$ cat src/flash_seq_pkg.sv
// Shared constants and types for the flash command sequencer and its CPU end.
package flash_seq_pkg;

	// ==========================================================
	// Bus and clock
	localparam int unsigned CLK_MHZ = 125;
	localparam int unsigned ADDR_W = 32;
	localparam int unsigned DATA_W = 32;

	// ==========================================================
	// Command cycle addresses and data (low 16 address bits are decoded).
	localparam logic [15:0] UNLOCK_ADDR1 = 16'h5400;
	localparam logic [15:0] UNLOCK_ADDR2 = 16'hAA00;
	localparam logic [31:0] UNLOCK_DATA1 = 32'h0000_00AA;
	localparam logic [31:0] UNLOCK_DATA2 = 32'h0000_0055;
	localparam logic [31:0] CMD_RESET = 32'h0000_00F0;
	localparam logic [31:0] CMD_ID = 32'h0000_0090;
	localparam logic [31:0] CMD_PAGE = 32'h0000_00A0;
	localparam logic [31:0] CMD_ERASE = 32'h0000_0080;
	localparam logic [31:0] CMD_PROTECT = 32'h0000_009A;
	localparam logic [31:0] CMD_CHIP = 32'h0000_0010;
	localparam logic [31:0] CMD_BLOCK = 32'h0000_0030;
	localparam logic [2:0] LAST_STEP = 3'h5;

	// ==========================================================
	// Array layout
	localparam int unsigned PAGE_LSB = 9;
	localparam logic [6:0] LAST_WORD = 7'h7F;
	localparam int unsigned BLOCK_LSB = 17;
	localparam int unsigned BLOCK_MSB = 18;
	localparam logic [3:0] PROTECT_RST = 4'h0;
	localparam logic [3:0] ALL_PROTECTED = 4'hF;
	// Identification word; the value is arbitrary.
	localparam logic [31:0] ID_CODE = 32'h0000_5A5A;

	// ==========================================================
	// Automatic operation times
	localparam int unsigned PROG_TIME_US = 40;
	localparam int unsigned ERASE_TIME_US = 100;
	localparam int unsigned PROG_CYCLES_DFLT = PROG_TIME_US * CLK_MHZ;
	localparam int unsigned ERASE_CYCLES_DFLT = ERASE_TIME_US * CLK_MHZ;
	localparam int unsigned TIMER_W = 24;

	// ==========================================================
	// State and operation types
	typedef enum logic [2:0] {
		S_READ = 3'h0,
		S_CMD = 3'h1,
		S_PAGE = 3'h3,
		S_AUTO = 3'h2,
		S_FAIL = 3'h6,
		S_ID = 3'h4
	} seq_state_t;

	typedef enum logic [2:0] {
		H_IDLE = 3'h0,
		H_WAIT = 3'h1,
		H_PRE = 3'h3,
		H_SEQ = 3'h2,
		H_PAGE = 3'h6,
		H_READ = 3'h4
	} host_state_t;

	typedef enum logic [2:0] {
		OP_READ_CMD = 3'h0,
		OP_READ_RESET = 3'h1,
		OP_ID = 3'h2,
		OP_PAGE = 3'h3,
		OP_CHIP = 3'h4,
		OP_BLOCK = 3'h5,
		OP_PROTECT = 3'h6
	} op_kind_t;

endpackage

$ cat src/flash_bus_if.sv
// Bus between the CPU end and the flash command sequencer.
interface flash_bus_if;
	logic wr_valid;
	logic wr_word;
	logic [31:0] addr;
	logic [31:0] wdata;
	logic rd_valid;
	logic rd_ack;
	logic rd_ok;
	logic [31:0] rdata;
	logic ready_busy_flag;

	modport dev (
		input wr_valid, wr_word, addr, wdata, rd_valid,
		output rd_ack, rd_ok, rdata, ready_busy_flag
	);

	modport cpu (
		output wr_valid, wr_word, addr, wdata, rd_valid,
		input rd_ack, rd_ok, rdata, ready_busy_flag
	);
endinterface

$ cat src/cmd_step_check.sv
// Checks one bus write cycle against the unlock pattern of its step.
module cmd_step_check import flash_seq_pkg::*; (
	input wire logic [2:0] step, // Bus write cycle index within a command.
	input wire logic [31:0] addr, // Write address.
	input wire logic [31:0] data, // Write data.
	output logic unlock_ok, // Cycle matches the unlock pattern of its step.
	output logic at_cmd_addr // Address is the command address.
);

	// Compares the decoded address bits and the full data word.
	function automatic logic hit(input logic [31:0] a, input logic [15:0] ra,
			input logic [31:0] d, input logic [31:0] rd);
		return (a[15:0] == ra) && (d == rd);
	endfunction

	// Steps 0 and 3 carry the first unlock word, 1 and 4 the second.
	always_comb begin
		case (step)
			3'h0, 3'h3: unlock_ok = hit(addr, UNLOCK_ADDR1, data, UNLOCK_DATA1);
			3'h1, 3'h4: unlock_ok = hit(addr, UNLOCK_ADDR2, data, UNLOCK_DATA2);
			default: unlock_ok = 1'b0;
		endcase
	end

	assign at_cmd_addr = (addr[15:0] == UNLOCK_ADDR1);
endmodule // cmd_step_check

$ cat src/flash_command_sequencer.sv
// Device end: flash command sequencer with read mode and automatic operation.

module flash_command_sequencer import flash_seq_pkg::*; #(
	parameter int unsigned PROG_CYCLES = PROG_CYCLES_DFLT, // Page program time.
	parameter int unsigned ERASE_CYCLES = ERASE_CYCLES_DFLT // Erase time.
) (
	input wire logic core_clk, // System clock, 125 MHz.
	input wire logic srst, // Synchronous reset, active high.
	flash_bus_if.dev bus, // CPU bus cycles.
	input wire logic [31:0] array_rdata, // Array word at the current bus read address, in the request cycle.
	input wire logic array_fail, // Array reports a failed operation.
	output logic array_wr, // Pulse: write array_wdata at array_addr.
	output logic array_re, // Pulse: array read at array_addr.
	output logic [31:0] array_addr, // Array byte address.
	output logic [31:0] array_wdata, // Array write data.
	output logic erase_go, // Pulse: erase blocks in erase_mask.
	output logic [3:0] erase_mask, // Blocks to erase.
	output logic [3:0] protect_mask, // Protected blocks.
	output logic [2:0] seq_state // Sequencer state for observation.
);

	// ==========================================================
	// Declarations
	seq_state_t state_ff;
	logic [2:0] step_ff;
	logic erase_kind_ff;
	logic [6:0] word_ff;
	logic [TIMER_W-1:0] timer_ff;
	logic [3:0] protect_ff;
	logic array_wr_ff;
	logic array_re_ff;
	logic [31:0] array_addr_ff;
	logic [31:0] array_wdata_ff;
	logic erase_go_ff;
	logic [3:0] erase_mask_ff;
	logic rd_ack_ff;
	logic rd_ok_ff;
	logic [31:0] rdata_ff;
	logic wr_go;
	logic bad_size;
	logic is_reset;
	logic unlock_ok;
	logic at_cmd_addr;
	logic [1:0] blk;
	logic page_top;
	logic chip_ok;
	logic block_ok;
	logic launch_prog;
	logic launch_erase;
	logic page_reject;
	logic readable;

	// ==========================================================
	// Cycle decode

	// Checks each write against the unlock pattern of the current step.
	cmd_step_check u_check (
		.step(step_ff),
		.addr(bus.addr),
		.data(bus.wdata),
		.unlock_ok(unlock_ok),
		.at_cmd_addr(at_cmd_addr)
	);

	// Classifies the write in this cycle.
	assign wr_go = bus.wr_valid && bus.wr_word;
	assign bad_size = bus.wr_valid && !bus.wr_word;
	assign is_reset = (bus.wdata == CMD_RESET);
	assign blk = bus.addr[BLOCK_MSB:BLOCK_LSB];
	assign page_top = (bus.addr[PAGE_LSB-1:0] == '0);

	// Erase launches only when the final cycle names an unprotected target.
	assign chip_ok = at_cmd_addr && (bus.wdata == CMD_CHIP) &&
		(protect_ff != ALL_PROTECTED);
	assign block_ok = (bus.wdata == CMD_BLOCK) && !protect_ff[blk];
	assign launch_erase = (state_ff == S_CMD) && wr_go && !is_reset &&
		(step_ff == LAST_STEP) && erase_kind_ff && (chip_ok || block_ok);

	// The first page word must be a page top inside an unprotected block.
	assign page_reject = (word_ff == 7'h00) && (!page_top || protect_ff[blk]);
	assign launch_prog = (state_ff == S_PAGE) && wr_go && !page_reject &&
		(word_ff == LAST_WORD);

	// ==========================================================
	// Mode and step tracking

	// Walks the ordered bus write cycles and picks the operation.
	always_ff @(posedge core_clk) begin
		if (srst) begin
			state_ff <= S_READ;
			step_ff <= 3'h0;
			erase_kind_ff <= 1'b0;
		end else begin
			case (state_ff)
				S_READ: begin
					step_ff <= 3'h0;
					// A lone F0 word keeps read mode; an unlock word opens a command.
					if (wr_go && !is_reset && unlock_ok) begin
						state_ff <= S_CMD;
						step_ff <= 3'h1;
					end
				end
				S_CMD: begin
					if (bad_size) begin
						state_ff <= S_READ;
					end else if (wr_go && is_reset) begin
						state_ff <= S_READ;
					end else if (wr_go) begin
						step_ff <= step_ff + 3'h1;
						case (step_ff)
							3'h2: begin
								erase_kind_ff <= (bus.wdata == CMD_ERASE);
								if (!at_cmd_addr) begin
									state_ff <= S_READ;
								end else if (bus.wdata == CMD_ID) begin
									state_ff <= S_ID;
								end else if (bus.wdata == CMD_PAGE) begin
									state_ff <= S_PAGE;
								end else if (bus.wdata != CMD_ERASE &&
										bus.wdata != CMD_PROTECT) begin
									state_ff <= S_READ;
								end
							end
							3'h3: begin
								// Protect ends on its code word; erase needs an unlock.
								if (!erase_kind_ff || !unlock_ok) begin
									state_ff <= S_READ;
								end
							end
							3'h5: begin
								state_ff <= launch_erase ? S_AUTO : S_READ;
							end
							default: begin
								if (!unlock_ok) begin
									state_ff <= S_READ;
								end
							end
						endcase
					end
				end
				S_PAGE: begin
					// Software reset has no effect on page words.
					if (wr_go && page_reject) begin
						state_ff <= S_READ;
					end else if (launch_prog) begin
						state_ff <= S_AUTO;
					end
				end
				S_AUTO: begin
					// Bus writes are ignored until the array finishes.
					if (array_fail) begin
						state_ff <= S_FAIL;
					end else if (timer_ff == '0) begin
						state_ff <= S_READ;
					end
				end
				S_ID, S_FAIL: begin
					if (wr_go && is_reset) begin
						state_ff <= S_READ;
					end
				end
				default: begin
					state_ff <= S_READ;
				end
			endcase
		end
	end

	// Counts page words from the page top onward.
	always_ff @(posedge core_clk) begin
		if (srst || state_ff != S_PAGE) begin
			word_ff <= 7'h00;
		end else if (wr_go) begin
			word_ff <= word_ff + 7'h01;
		end
	end

	// Times the automatic operation without any CPU involvement.
	always_ff @(posedge core_clk) begin
		if (srst) begin
			timer_ff <= '0;
		end else if (launch_prog) begin
			timer_ff <= TIMER_W'(PROG_CYCLES - 1);
		end else if (launch_erase) begin
			timer_ff <= TIMER_W'(ERASE_CYCLES - 1);
		end else if (state_ff == S_AUTO && timer_ff != '0) begin
			timer_ff <= timer_ff - 1'b1;
		end
	end

	// Accumulates the protection code written in the fourth cycle.
	always_ff @(posedge core_clk) begin
		if (srst) begin
			protect_ff <= PROTECT_RST;
		end else if (state_ff == S_CMD && wr_go && !is_reset &&
				step_ff == 3'h3 && !erase_kind_ff) begin
			protect_ff <= protect_ff | bus.wdata[3:0];
		end
	end

	// ==========================================================
	// Array side

	// Passes page words and erase requests to the array.
	always_ff @(posedge core_clk) begin
		if (srst) begin
			array_wr_ff <= 1'b0;
			array_re_ff <= 1'b0;
			array_addr_ff <= '0;
			array_wdata_ff <= '0;
			erase_go_ff <= 1'b0;
			erase_mask_ff <= 4'h0;
		end else begin
			array_wr_ff <= (state_ff == S_PAGE) && wr_go && !page_reject;
			array_re_ff <= bus.rd_valid && readable;
			erase_go_ff <= launch_erase;
			if (bus.wr_valid || bus.rd_valid) begin
				array_addr_ff <= bus.addr;
			end
			if (bus.wr_valid) begin
				array_wdata_ff <= bus.wdata;
			end
			if (launch_erase) begin
				erase_mask_ff <= chip_ok ? ~protect_ff : (4'h1 << blk);
			end
		end
	end

	// ==========================================================
	// Read side

	// Array data is only visible in read mode; the ID word in ID mode.
	assign readable = (state_ff == S_READ) || (state_ff == S_ID);

	// Answers a read one cycle after the request.
	always_ff @(posedge core_clk) begin
		if (srst) begin
			rd_ack_ff <= 1'b0;
			rd_ok_ff <= 1'b0;
			rdata_ff <= '0;
		end else begin
			rd_ack_ff <= bus.rd_valid;
			rd_ok_ff <= bus.rd_valid && readable;
			if (!bus.rd_valid || !readable) begin
				rdata_ff <= '0;
			end else if (state_ff == S_ID) begin
				rdata_ff <= ID_CODE;
			end else begin
				rdata_ff <= array_rdata;
			end
		end
	end

	// Flag is low from the page command word or an erase launch until the array completes; after a failure, until a reset word.
	assign bus.ready_busy_flag = (state_ff != S_PAGE) && (state_ff != S_AUTO) &&
		(state_ff != S_FAIL);
	assign bus.rd_ack = rd_ack_ff;
	assign bus.rd_ok = rd_ok_ff;
	assign bus.rdata = rdata_ff;
	assign array_wr = array_wr_ff;
	assign array_re = array_re_ff;
	assign array_addr = array_addr_ff;
	assign array_wdata = array_wdata_ff;
	assign erase_go = erase_go_ff;
	assign erase_mask = erase_mask_ff;
	assign protect_mask = protect_ff;
	assign seq_state = state_ff;
endmodule // flash_command_sequencer

$ cat src/flat_wrapper.sv
// flat-port wrapper written by rule: the top's interface ports become plain ports
module flash_command_sequencer_flat import flash_seq_pkg::*;
#(
	parameter int unsigned PROG_CYCLES = PROG_CYCLES_DFLT,                      
	parameter int unsigned ERASE_CYCLES = ERASE_CYCLES_DFLT               
)
  (core_clk, srst, array_rdata, array_fail, array_wr, array_re, array_addr, array_wdata, erase_go, erase_mask, protect_mask, seq_state, bus_wr_valid, bus_wr_word, bus_addr, bus_wdata, bus_rd_valid, bus_rd_ack, bus_rd_ok, bus_rdata, bus_ready_busy_flag);
  flash_bus_if bus_i ();
  input wire logic core_clk;
  input wire logic srst;
  input wire logic [31:0] array_rdata;
  input wire logic array_fail;
  output logic array_wr;
  output logic array_re;
  output logic [31:0] array_addr;
  output logic [31:0] array_wdata;
  output logic erase_go;
  output logic [3:0] erase_mask;
  output logic [3:0] protect_mask;
  output logic [2:0] seq_state;
  input wire logic [$bits(bus_i.wr_valid)-1:0] bus_wr_valid;
  input wire logic [$bits(bus_i.wr_word)-1:0] bus_wr_word;
  input wire logic [$bits(bus_i.addr)-1:0] bus_addr;
  input wire logic [$bits(bus_i.wdata)-1:0] bus_wdata;
  input wire logic [$bits(bus_i.rd_valid)-1:0] bus_rd_valid;
  output wire logic [$bits(bus_i.rd_ack)-1:0] bus_rd_ack;
  output wire logic [$bits(bus_i.rd_ok)-1:0] bus_rd_ok;
  output wire logic [$bits(bus_i.rdata)-1:0] bus_rdata;
  output wire logic [$bits(bus_i.ready_busy_flag)-1:0] bus_ready_busy_flag;
  assign bus_i.wr_valid = bus_wr_valid;
  assign bus_i.wr_word = bus_wr_word;
  assign bus_i.addr = bus_addr;
  assign bus_i.wdata = bus_wdata;
  assign bus_i.rd_valid = bus_rd_valid;
  assign bus_rd_ack = bus_i.rd_ack;
  assign bus_rd_ok = bus_i.rd_ok;
  assign bus_rdata = bus_i.rdata;
  assign bus_ready_busy_flag = bus_i.ready_busy_flag;
  flash_command_sequencer #(.PROG_CYCLES(PROG_CYCLES), .ERASE_CYCLES(ERASE_CYCLES)) u_core (.core_clk(core_clk), .srst(srst), .bus(bus_i), .array_rdata(array_rdata), .array_fail(array_fail), .array_wr(array_wr), .array_re(array_re), .array_addr(array_addr), .array_wdata(array_wdata), .erase_go(erase_go), .erase_mask(erase_mask), .protect_mask(protect_mask), .seq_state(seq_state));
endmodule
$ cat config.mk
export PLATFORM = sky130hd
export DESIGN_NAME = flash_command_sequencer_flat
export DESIGN_NICKNAME = d
export VERILOG_FILES = /design/src/flash_seq_pkg.sv /design/src/flash_bus_if.sv /design/src/cmd_step_check.sv /design/src/flash_command_sequencer.sv /design/src/flat_wrapper.sv
export SDC_FILE = /design/constraint.sdc
export NUM_CORES = 1
export LEC_CHECK = 0
export ABC_AREA = 1
export ABC_CLOCK_PERIOD_IN_PS = 5300
export BUFFER_PORTS_ARGS = -buffer_cell sky130_fd_sc_hd__buf_4
export CORE_MARGIN = 8
export CORE_UTILIZATION = 43
export CTS_BUF_LIST = sky130_fd_sc_hd__clkbuf_4 sky130_fd_sc_hd__clkbuf_8
export DETAILED_ROUTE_END_ITERATION = 8
export PLACE_DENSITY = 0.81
export SLEW_MARGIN = 10
export SYNTH_ARGS = -nofsm -noshare
export SYNTH_HDL_FRONTEND = slang
export SYNTH_SLANG_ARGS = --single-unit
$ cat constraint.sdc
create_clock -name core_clk -period 5.3 [get_ports core_clk]
set_input_delay 0.53 -clock core_clk [delete_from_list [all_inputs] [get_ports core_clk]]
set_output_delay 0.53 -clock core_clk [all_outputs]
set_load 0.02 [all_outputs]
==> reports/qor.txt, run 1 <==
==================================================================================
Largest vdd supply drop                                                 0.000265 V
All-Layer GR Usage                                                           19.7%
Area added between synthesis and finish                                      33.4%
Register Area                                                             2920 um2
Number of I/O pins                                                             215
Yosys synthesis warning count                                                    0
Wire length of the first global-routing pass                              29400 um
Initial antenna violation count                                                  0
Total Wirelength                                                          18100 um
H-tree depth reported by CTS                                                     4
Synthesized netlist net count                                                  981
Total die area                                                           18800 um2
Initial standard-cell utilization of the core                                43.7%
Final worst path period share                                                45.2%
Count of cells along the worst hold path                                         3
Worst reg-to-reg path cell count                                                11
Maximum fanout along the worst path                                             16
# DRC                                                                            0
Family with the most delay on the worst path                            flip-flops
Total clock buffers created by CTS                                              17
Post-DR vias/cell                                                             4.91
Count of buffers from port buffering                                           214
Worst hold-check path type                                               in -> reg
Synth Area per Inst                                                       7.24 um2
Fraction of final layout cells with drive strength greater than 1            26.0%
Cell with the largest stage delay on the worst path                   sky130_fd_sc_hd__dfxtp_1
Net total in the final layout                                                 1188
Resized cells post-CTS                                                           0
Cell area after synthesis                                                 6300 um2
Syn Inst Count                                                                 870
Number of hold buffers added after cts                                           0
Area of combinational cells with multiple inputs                          2880 um2
Count of maximum capacitance violations                                          0
Crit path launch type                                                    flip-flop
Count of cell instances traversed by the critical path                           3
Critical path capture point type                                        output pin
Synthesized flop and latch total                                               146
Number of global-route vias before repair                                     6050
Arrival @ worst endpoint                                                   1.87 ns
Cell at the root of the clock tree                                    sky130_fd_sc_hd__clkbuf_8
Height of the chip                                                          137 um
Setup TNS                                                                     0 ns
Actual transition at the worst max-transition pin                          1.03 ns
Buffer levels on the longest clock path                                          2
Clock skew after layout                                                  0.0104 ns
Sum of overflow across all layers after global routing                           0
Library cells used by synthesis                                                 41
Post-detailed-route wirelength per cell                                    14.2 um
Total number of vias                                                          6249
Hold violation total from the final report                                       0
Class of the most critical setup path                                   reg -> out
Static leakage power                                                       4.08 nW
Max-Slew Margin vs Limit                                                     30.9%
Bufs and invs on worst path                                                      2
Clk sink count                                                                 146
Remaining number of nets flagged by the antenna check after routing              0
Utilization after layout                                                     58.3%
Maximum clock frequency                                                    417 MHz
Antenna Diode Count                                                              0
Power per unit of standard cell area                                    389 nW/um2
Setup repair after global routing missed its margin                             no
Result of the run                                                     complete, no violations
Post-CTS setup-driven buffer insertion count                                     0
Largest stage delay, worst path                                            0.81 ns
Setup Viol. Count Final                                                          0
Die Width                                                                   137 um
GP Congestion                                                                0.927
Final critical path time including I/O delays and setup                    2.40 ns
Clock Latency Late Sink                                                    0.45 ns
Number of max-slew violations in the final report                                0
Commonest non-fill, non-tap cells in the layout                       243 x sky130_fd_sc_hd__nor2_1, 216 x sky130_fd_sc_hd__buf_4, 146 x sky130_fd_sc_hd__dfxtp_1, 97 x sky130_fd_sc_hd__nand2_1, 94 x sky130_fd_sc_hd__inv_1
CP Data Required Time                                                      4.77 ns
TritonCTS clock tree                                                          done
HPWL Detailed                                                             14000 um
Clock slew seen by the registers of the worst setup and hold paths         0.08 ns
Detailed Routing Iterations Pass 1                                               5
Area of the core                                                         14400 um2
Initial detailed-routing violation count                                       589
CP Cell Sequence                                                      inv_1 > o21ai_0 > buf_4
Maximum number of pins on one net before global-route repair                    40
Cell Rows                                                                       44
Fillers                                                                       1354
Leading cell type in the layout, fill and taps excluded               sky130_fd_sc_hd__nor2_1
Sequential area share after synthesis                                        46.4%
==================================================================================
## power breakdown
part	switching, mW	leakage (nW)	internal [mW]
logic	0.655	2.69	0.421
registers	0.104	1.20	1.23
clock network	0.431	0.189	0.427
## state kept, by name (all words and copies together) (netlist names)
name,cells
u_core.erase_kind_ff,1
u_core.bus.rd_ack,1
u_core.array_wdata,32
u_core.erase_go,1
u_core.array_addr,32
u_core.bus.rd_ok,1
u_core.step_ff,3
u_core.bus.rdata,32
u_core.protect_mask,4
u_core.word_ff,7
u_core.timer_ff,24
u_core.erase_mask,4
u_core.seq_state,3
u_core.array_wr,1
## per-stage QoR
step | worst slack [ns] | power [mW] | hold WS, ns | cells | cell area, um2
2_1_floorplan | 3.51 | 2.09 | 0.462 | 870 | 6300
5_1_grt | 2.70 | 3.49 | 0.259 | 1274 | 8400
3_3_place_gp | 2.98 | 2.41 | 0.447 | 1242 | 8020
4_1_cts | 2.78 | 3.28 | 0.264 | 1274 | 8400
3_5_place_dp | 2.93 | 2.43 | 0.453 | 1242 | 8020
6_report | 2.90 | 3.27 | 0.286 | 1274 | 8400
## logic make-up after synthesis
kind of cell | share of synthesized area, %
compound gates | 10.8
fa+ha+maj | 1.79
flops | 46.4
simple gates | 30.8
xor+xnor | 2.22
buf+inv | 7.94
## worst register-to-register path, stage by stage, from the launching register on
cell and delay [ns]:
sky130_fd_sc_hd__dfxtp_1 0.46, sky130_fd_sc_hd__inv_1 0.12, sky130_fd_sc_hd__ha_1 0.20, sky130_fd_sc_hd__nand2_1 0.07
sky130_fd_sc_hd__nor2_1 0.04, sky130_fd_sc_hd__nand3_1 0.12, sky130_fd_sc_hd__nand2_2 0.18, sky130_fd_sc_hd__nor2_2 0.19
sky130_fd_sc_hd__nand4_1 0.16, sky130_fd_sc_hd__nor2_1 0.25, sky130_fd_sc_hd__and3_1 0.19, sky130_fd_sc_hd__nor3_1 0.04
## synthesized netlist by cell type, drive strengths merged
library cell	n	share of area [%]
ha	9	1.8
a31oi	2	0.20
inv	97	5.8
xor2	6	0.83
nor3b	2	0.24
o211a	1	0.16
dfxtp	146	46
nand3b	2	0.24
and3	1	0.099
a21oi	38	3.3
o31ai	2	0.24
xnor2	10	1.4
nor3	24	2.3
a211oi	2	0.24
nor4	4	0.60
o221ai	1	0.14
nand4	11	1.2
nand2	103	6.6
clkbuf	22	1.3
buf	6	0.81
o21ai	83	6.6
or2	3	0.30
nor2	258	16
nand3	37	3.0
## routing by layer
| layer | global-route usage [%] | part of all wire, % |
|---|---|---|
| met1 | 23.0 | 41 |
| met2 | 32.0 | 48 |
| met3 | 8.33 | 9.0 |
| met4 | 6.46 | 2.2 |
| met5 | 0 | 0 |
## final cells by class
type,count,share of cell area (%)
clock buffers,19,2.96
clock inverters,13,1.62
inverters,97,4.36
multi-input cells,599,34.2
flip-flops and latches,146,34.8
well taps,184,2.74
repair buffers,216,19.3
## final timing paths
kind	startpoint	slack (ns)	to
worst min-delay path	array_rdata[7]	0.29	u_core.bus.rdata[7]
worst max register to register	u_core.timer_ff[0]	3.18	u_core.timer_ff[20]
worst min register to register	u_core.erase_mask[1]	0.46	u_core.erase_mask[1]
worst max-delay path	u_core.seq_state[2]	2.90	bus_ready_busy_flag
(Power assumes the default switching activity.)
==> run 2, diff against run 1 <==
--- a/config.mk
+++ b/config.mk
@@ -6,7 +6,7 @@
 export NUM_CORES = 1
 export LEC_CHECK = 0
 export ABC_AREA = 1
-export ABC_CLOCK_PERIOD_IN_PS = 5300
+export ABC_CLOCK_PERIOD_IN_PS = 2340
 export BUFFER_PORTS_ARGS = -buffer_cell sky130_fd_sc_hd__buf_4
 export CORE_MARGIN = 8
 export CORE_UTILIZATION = 43
==> constraint.sdc (replaced) <==
create_clock -name core_clk -period 2.34 [get_ports core_clk]
set_input_delay 0.234 -clock core_clk [delete_from_list [all_inputs] [get_ports core_clk]]
set_output_delay 0.234 -clock core_clk [all_outputs]
set_load 0.02 [all_outputs]
==> run 2 against run 1 <==
Net effect:
- total power is 140% higher
- clock-buffer cell count is 2 higher
- wire length is 5.6% higher
- setup slack worse by 2.6 ns
- critical endpoint is now u_core.seq_state[1]
- largest power group unchanged
- highest routed layer unchanged
==> reports/qor.txt, run 2 (synthesis results as in run 1) <==
==================================================================================
Wire length of the first global-routing pass                              30800 um
Cell Rows                                                                       44
Post-detailed-route wirelength per cell                                    14.5 um
Commonest non-fill, non-tap cells in the layout                       243 x sky130_fd_sc_hd__nor2_1, 221 x sky130_fd_sc_hd__buf_4, 146 x sky130_fd_sc_hd__dfxtp_1, 97 x sky130_fd_sc_hd__nand2_1, 94 x sky130_fd_sc_hd__inv_1
Critical path capture point type                                         flip-flop
Crit-path most repeated cell                                          sky130_fd_sc_hd__nand2_1
Area added between synthesis and finish                                      41.9%
All-Layer GR Usage                                                           20.6%
Count of buffers from port buffering                                           214
Total clock buffers created by CTS                                              17
Final worst path period share                                                88.8%
Die Width                                                                   137 um
Total Wirelength                                                          19100 um
Count of maximum capacitance violations                                          0
CP Cell Sequence                                                      dlygate4sd3_1 > buf_4 > nor2_1 > nand2_1 > nor2_1 > nand3_1 > nor3_1 > nor2_1 > nand3_1 > nand2_1 > nand2_1 > nand2_1 > nand2_1 > nand2_1 > nor2_1
Utilization after layout                                                     62.0%
Largest vdd supply drop                                                 0.000548 V
Bufs and invs on worst path                                                      2
Cell at the root of the clock tree                                    sky130_fd_sc_hd__clkbuf_8
Result of the run                                                     complete, no violations
Post-DR vias/cell                                                             4.90
Minimum setup slack in the final design                                   0.263 ns
Arrival @ worst endpoint                                                   2.46 ns
Total die area                                                           18800 um2
Clock Latency Late Sink                                                    0.45 ns
Worst reg2reg path startpoint                                         u_core.timer_ff[0]
Total number of vias                                                          6464
Clock skew after layout                                                 0.00977 ns
Clk sink count                                                                 146
Static leakage power                                                       4.31 nW
HPWL Detailed                                                             14200 um
Setup repair after global routing missed its margin                             no
Sum of overflow across all layers after global routing                           0
Largest stage delay, worst path                                            0.53 ns
Family with the most delay on the worst path                          simple AND/OR/NAND/NOR gates
Cell with the largest stage delay on the worst path                   sky130_fd_sc_hd__dlygate4sd3_1
Crit path launch type                                                   input port
Number of max-slew violations in the final report                                0
Hold_ws                                                                  0.0216 ns
GP Congestion                                                                0.953
Number of global-route vias before repair                                     6270
Count of cells along the worst hold path                                         3
Setup slack on the worst flop-to-flop path                                 0.31 ns
Setup Viol. Count Final                                                          0
Setup TNS                                                                     0 ns
Worst reg2reg endpoint                                                u_core.timer_ff[20]
Initial antenna violation count                                                  0
Remaining number of nets flagged by the antenna check after routing              0
Worst reg-to-reg path cell count                                                11
Maximum number of pins on one net before global-route repair                    39
Final critical path time including I/O delays and setup                    2.08 ns
Leading cell type in the layout, fill and taps excluded               sky130_fd_sc_hd__nor2_1
Detailed Routing Iterations Pass 1                                               5
CP Data Required Time                                                      2.73 ns
Worst slack, placed                                                       0.309 ns
Class of the most critical setup path                                    in -> reg
Initial standard-cell utilization of the core                                43.7%
H-tree depth reported by CTS                                                     4
TritonCTS clock tree                                                          done
Buffer levels on the longest clock path                                          2
Max-Slew Margin vs Limit                                                     69.9%
Maximum clock frequency                                                    481 MHz
# DRC                                                                            0
Worst hold-check path type                                               in -> reg
Height of the chip                                                          137 um
Net total in the final layout                                                 1232
Hold path endpoint                                                    u_core.bus.rdata[10]
Actual transition at the worst max-transition pin                         0.451 ns
Post-CTS setup-driven buffer insertion count                                     0
Initial detailed-routing violation count                                       481
Min-delay src                                                         array_rdata[10]
Number of I/O pins                                                             215
Hold violation total from the final report                                       0
Antenna Diode Count                                                              0
Area of the core                                                         14400 um2
Fraction of final layout cells with drive strength greater than 1            25.5%
Maximum fanout along the worst path                                              4
Clock slew seen by the registers of the worst setup and hold paths         0.09 ns
Power per unit of standard cell area                                    883 nW/um2
==================================================================================
## run 2: changes by cell type in the layout (fill, tap and decap cells not counted), sizes merged
cell | before | now
bufinv | 2 | 5
clkinv | 5 | 2
dlygate4sd3 | 0 | 38
inv | 99 | 98
buf | 216 | 222
clkinvlp | 4 | 3
clkbuf | 19 | 21
## run 2: power breakdown
| group | switching, mW | internal [mW] | leakage [nW] |
|---|---|---|---|
| clock | 0.983 | 1.37 | 0.232 |
| sequential | 0.221 | 2.78 | 1.20 |
| combinational | 1.53 | 1.01 | 2.88 |
## run 2: repair_timing
action	4_1_cts	5_1_grt
hold buffers	38	0
resized for setup	0	0
endpoints found under the hold margin	38	0
## run 2: worst max path at each step
stage,start,end,slack [ns],depth (start not counted)
after floorplan,u_core.timer_ff[0],u_core.timer_ff[7],0.55,12
after global placement,bus_addr[6],u_core.seq_state[1],0.38,14
after detailed placement,bus_addr[6],u_core.seq_state[1],0.31,14
after CTS,u_core.seq_state[2],bus_ready_busy_flag,0.31,4
after global routing,bus_wdata[15],u_core.seq_state[1],0.05,15
final,bus_wdata[15],u_core.seq_state[1],0.26,15
## run 2: area by class of cell
cell class / count / area [um2]
fill: 1228 / 5490
sequential: 146 / 2920
multi-input combinational: 599 / 2880
timing repair buffer: 260 / 2060
inverter: 97 / 367
clock buffer: 21 / 283
tap: 184 / 230
clock inverter: 11 / 199
## run 2: routing by layer
metal | track usage, % | share of wire, %
met4 | 8.09 | 2.3
met1 | 23.6 | 41
met5 | 0 | 0
met3 | 7.53 | 8.6
met2 | 34.2 | 48
## run 2: per-stage QoR
| step | instance area [um2] | total power, mW | instances |
|---|---|---|---|
| finish | 8940 | 7.90 | 1318 |
| CTS | 8940 | 7.91 | 1318 |
| global route | 8940 | 8.38 | 1318 |
| floorplan | 6300 | 4.73 | 870 |
| detailed placement | 8080 | 5.52 | 1248 |
| global placement | 8080 | 5.48 | 1248 |
## run 2: worst register-to-register path: cells and delay by family (launching register included)
family                     cells  cell delay [ns]
buffers and inverters          1             0.11
DFF                            1             0.42
adders and majority gates      1             0.20
and+or+nand+nor                8             1.13
AOI/OAI and AO/OA              1             0.10
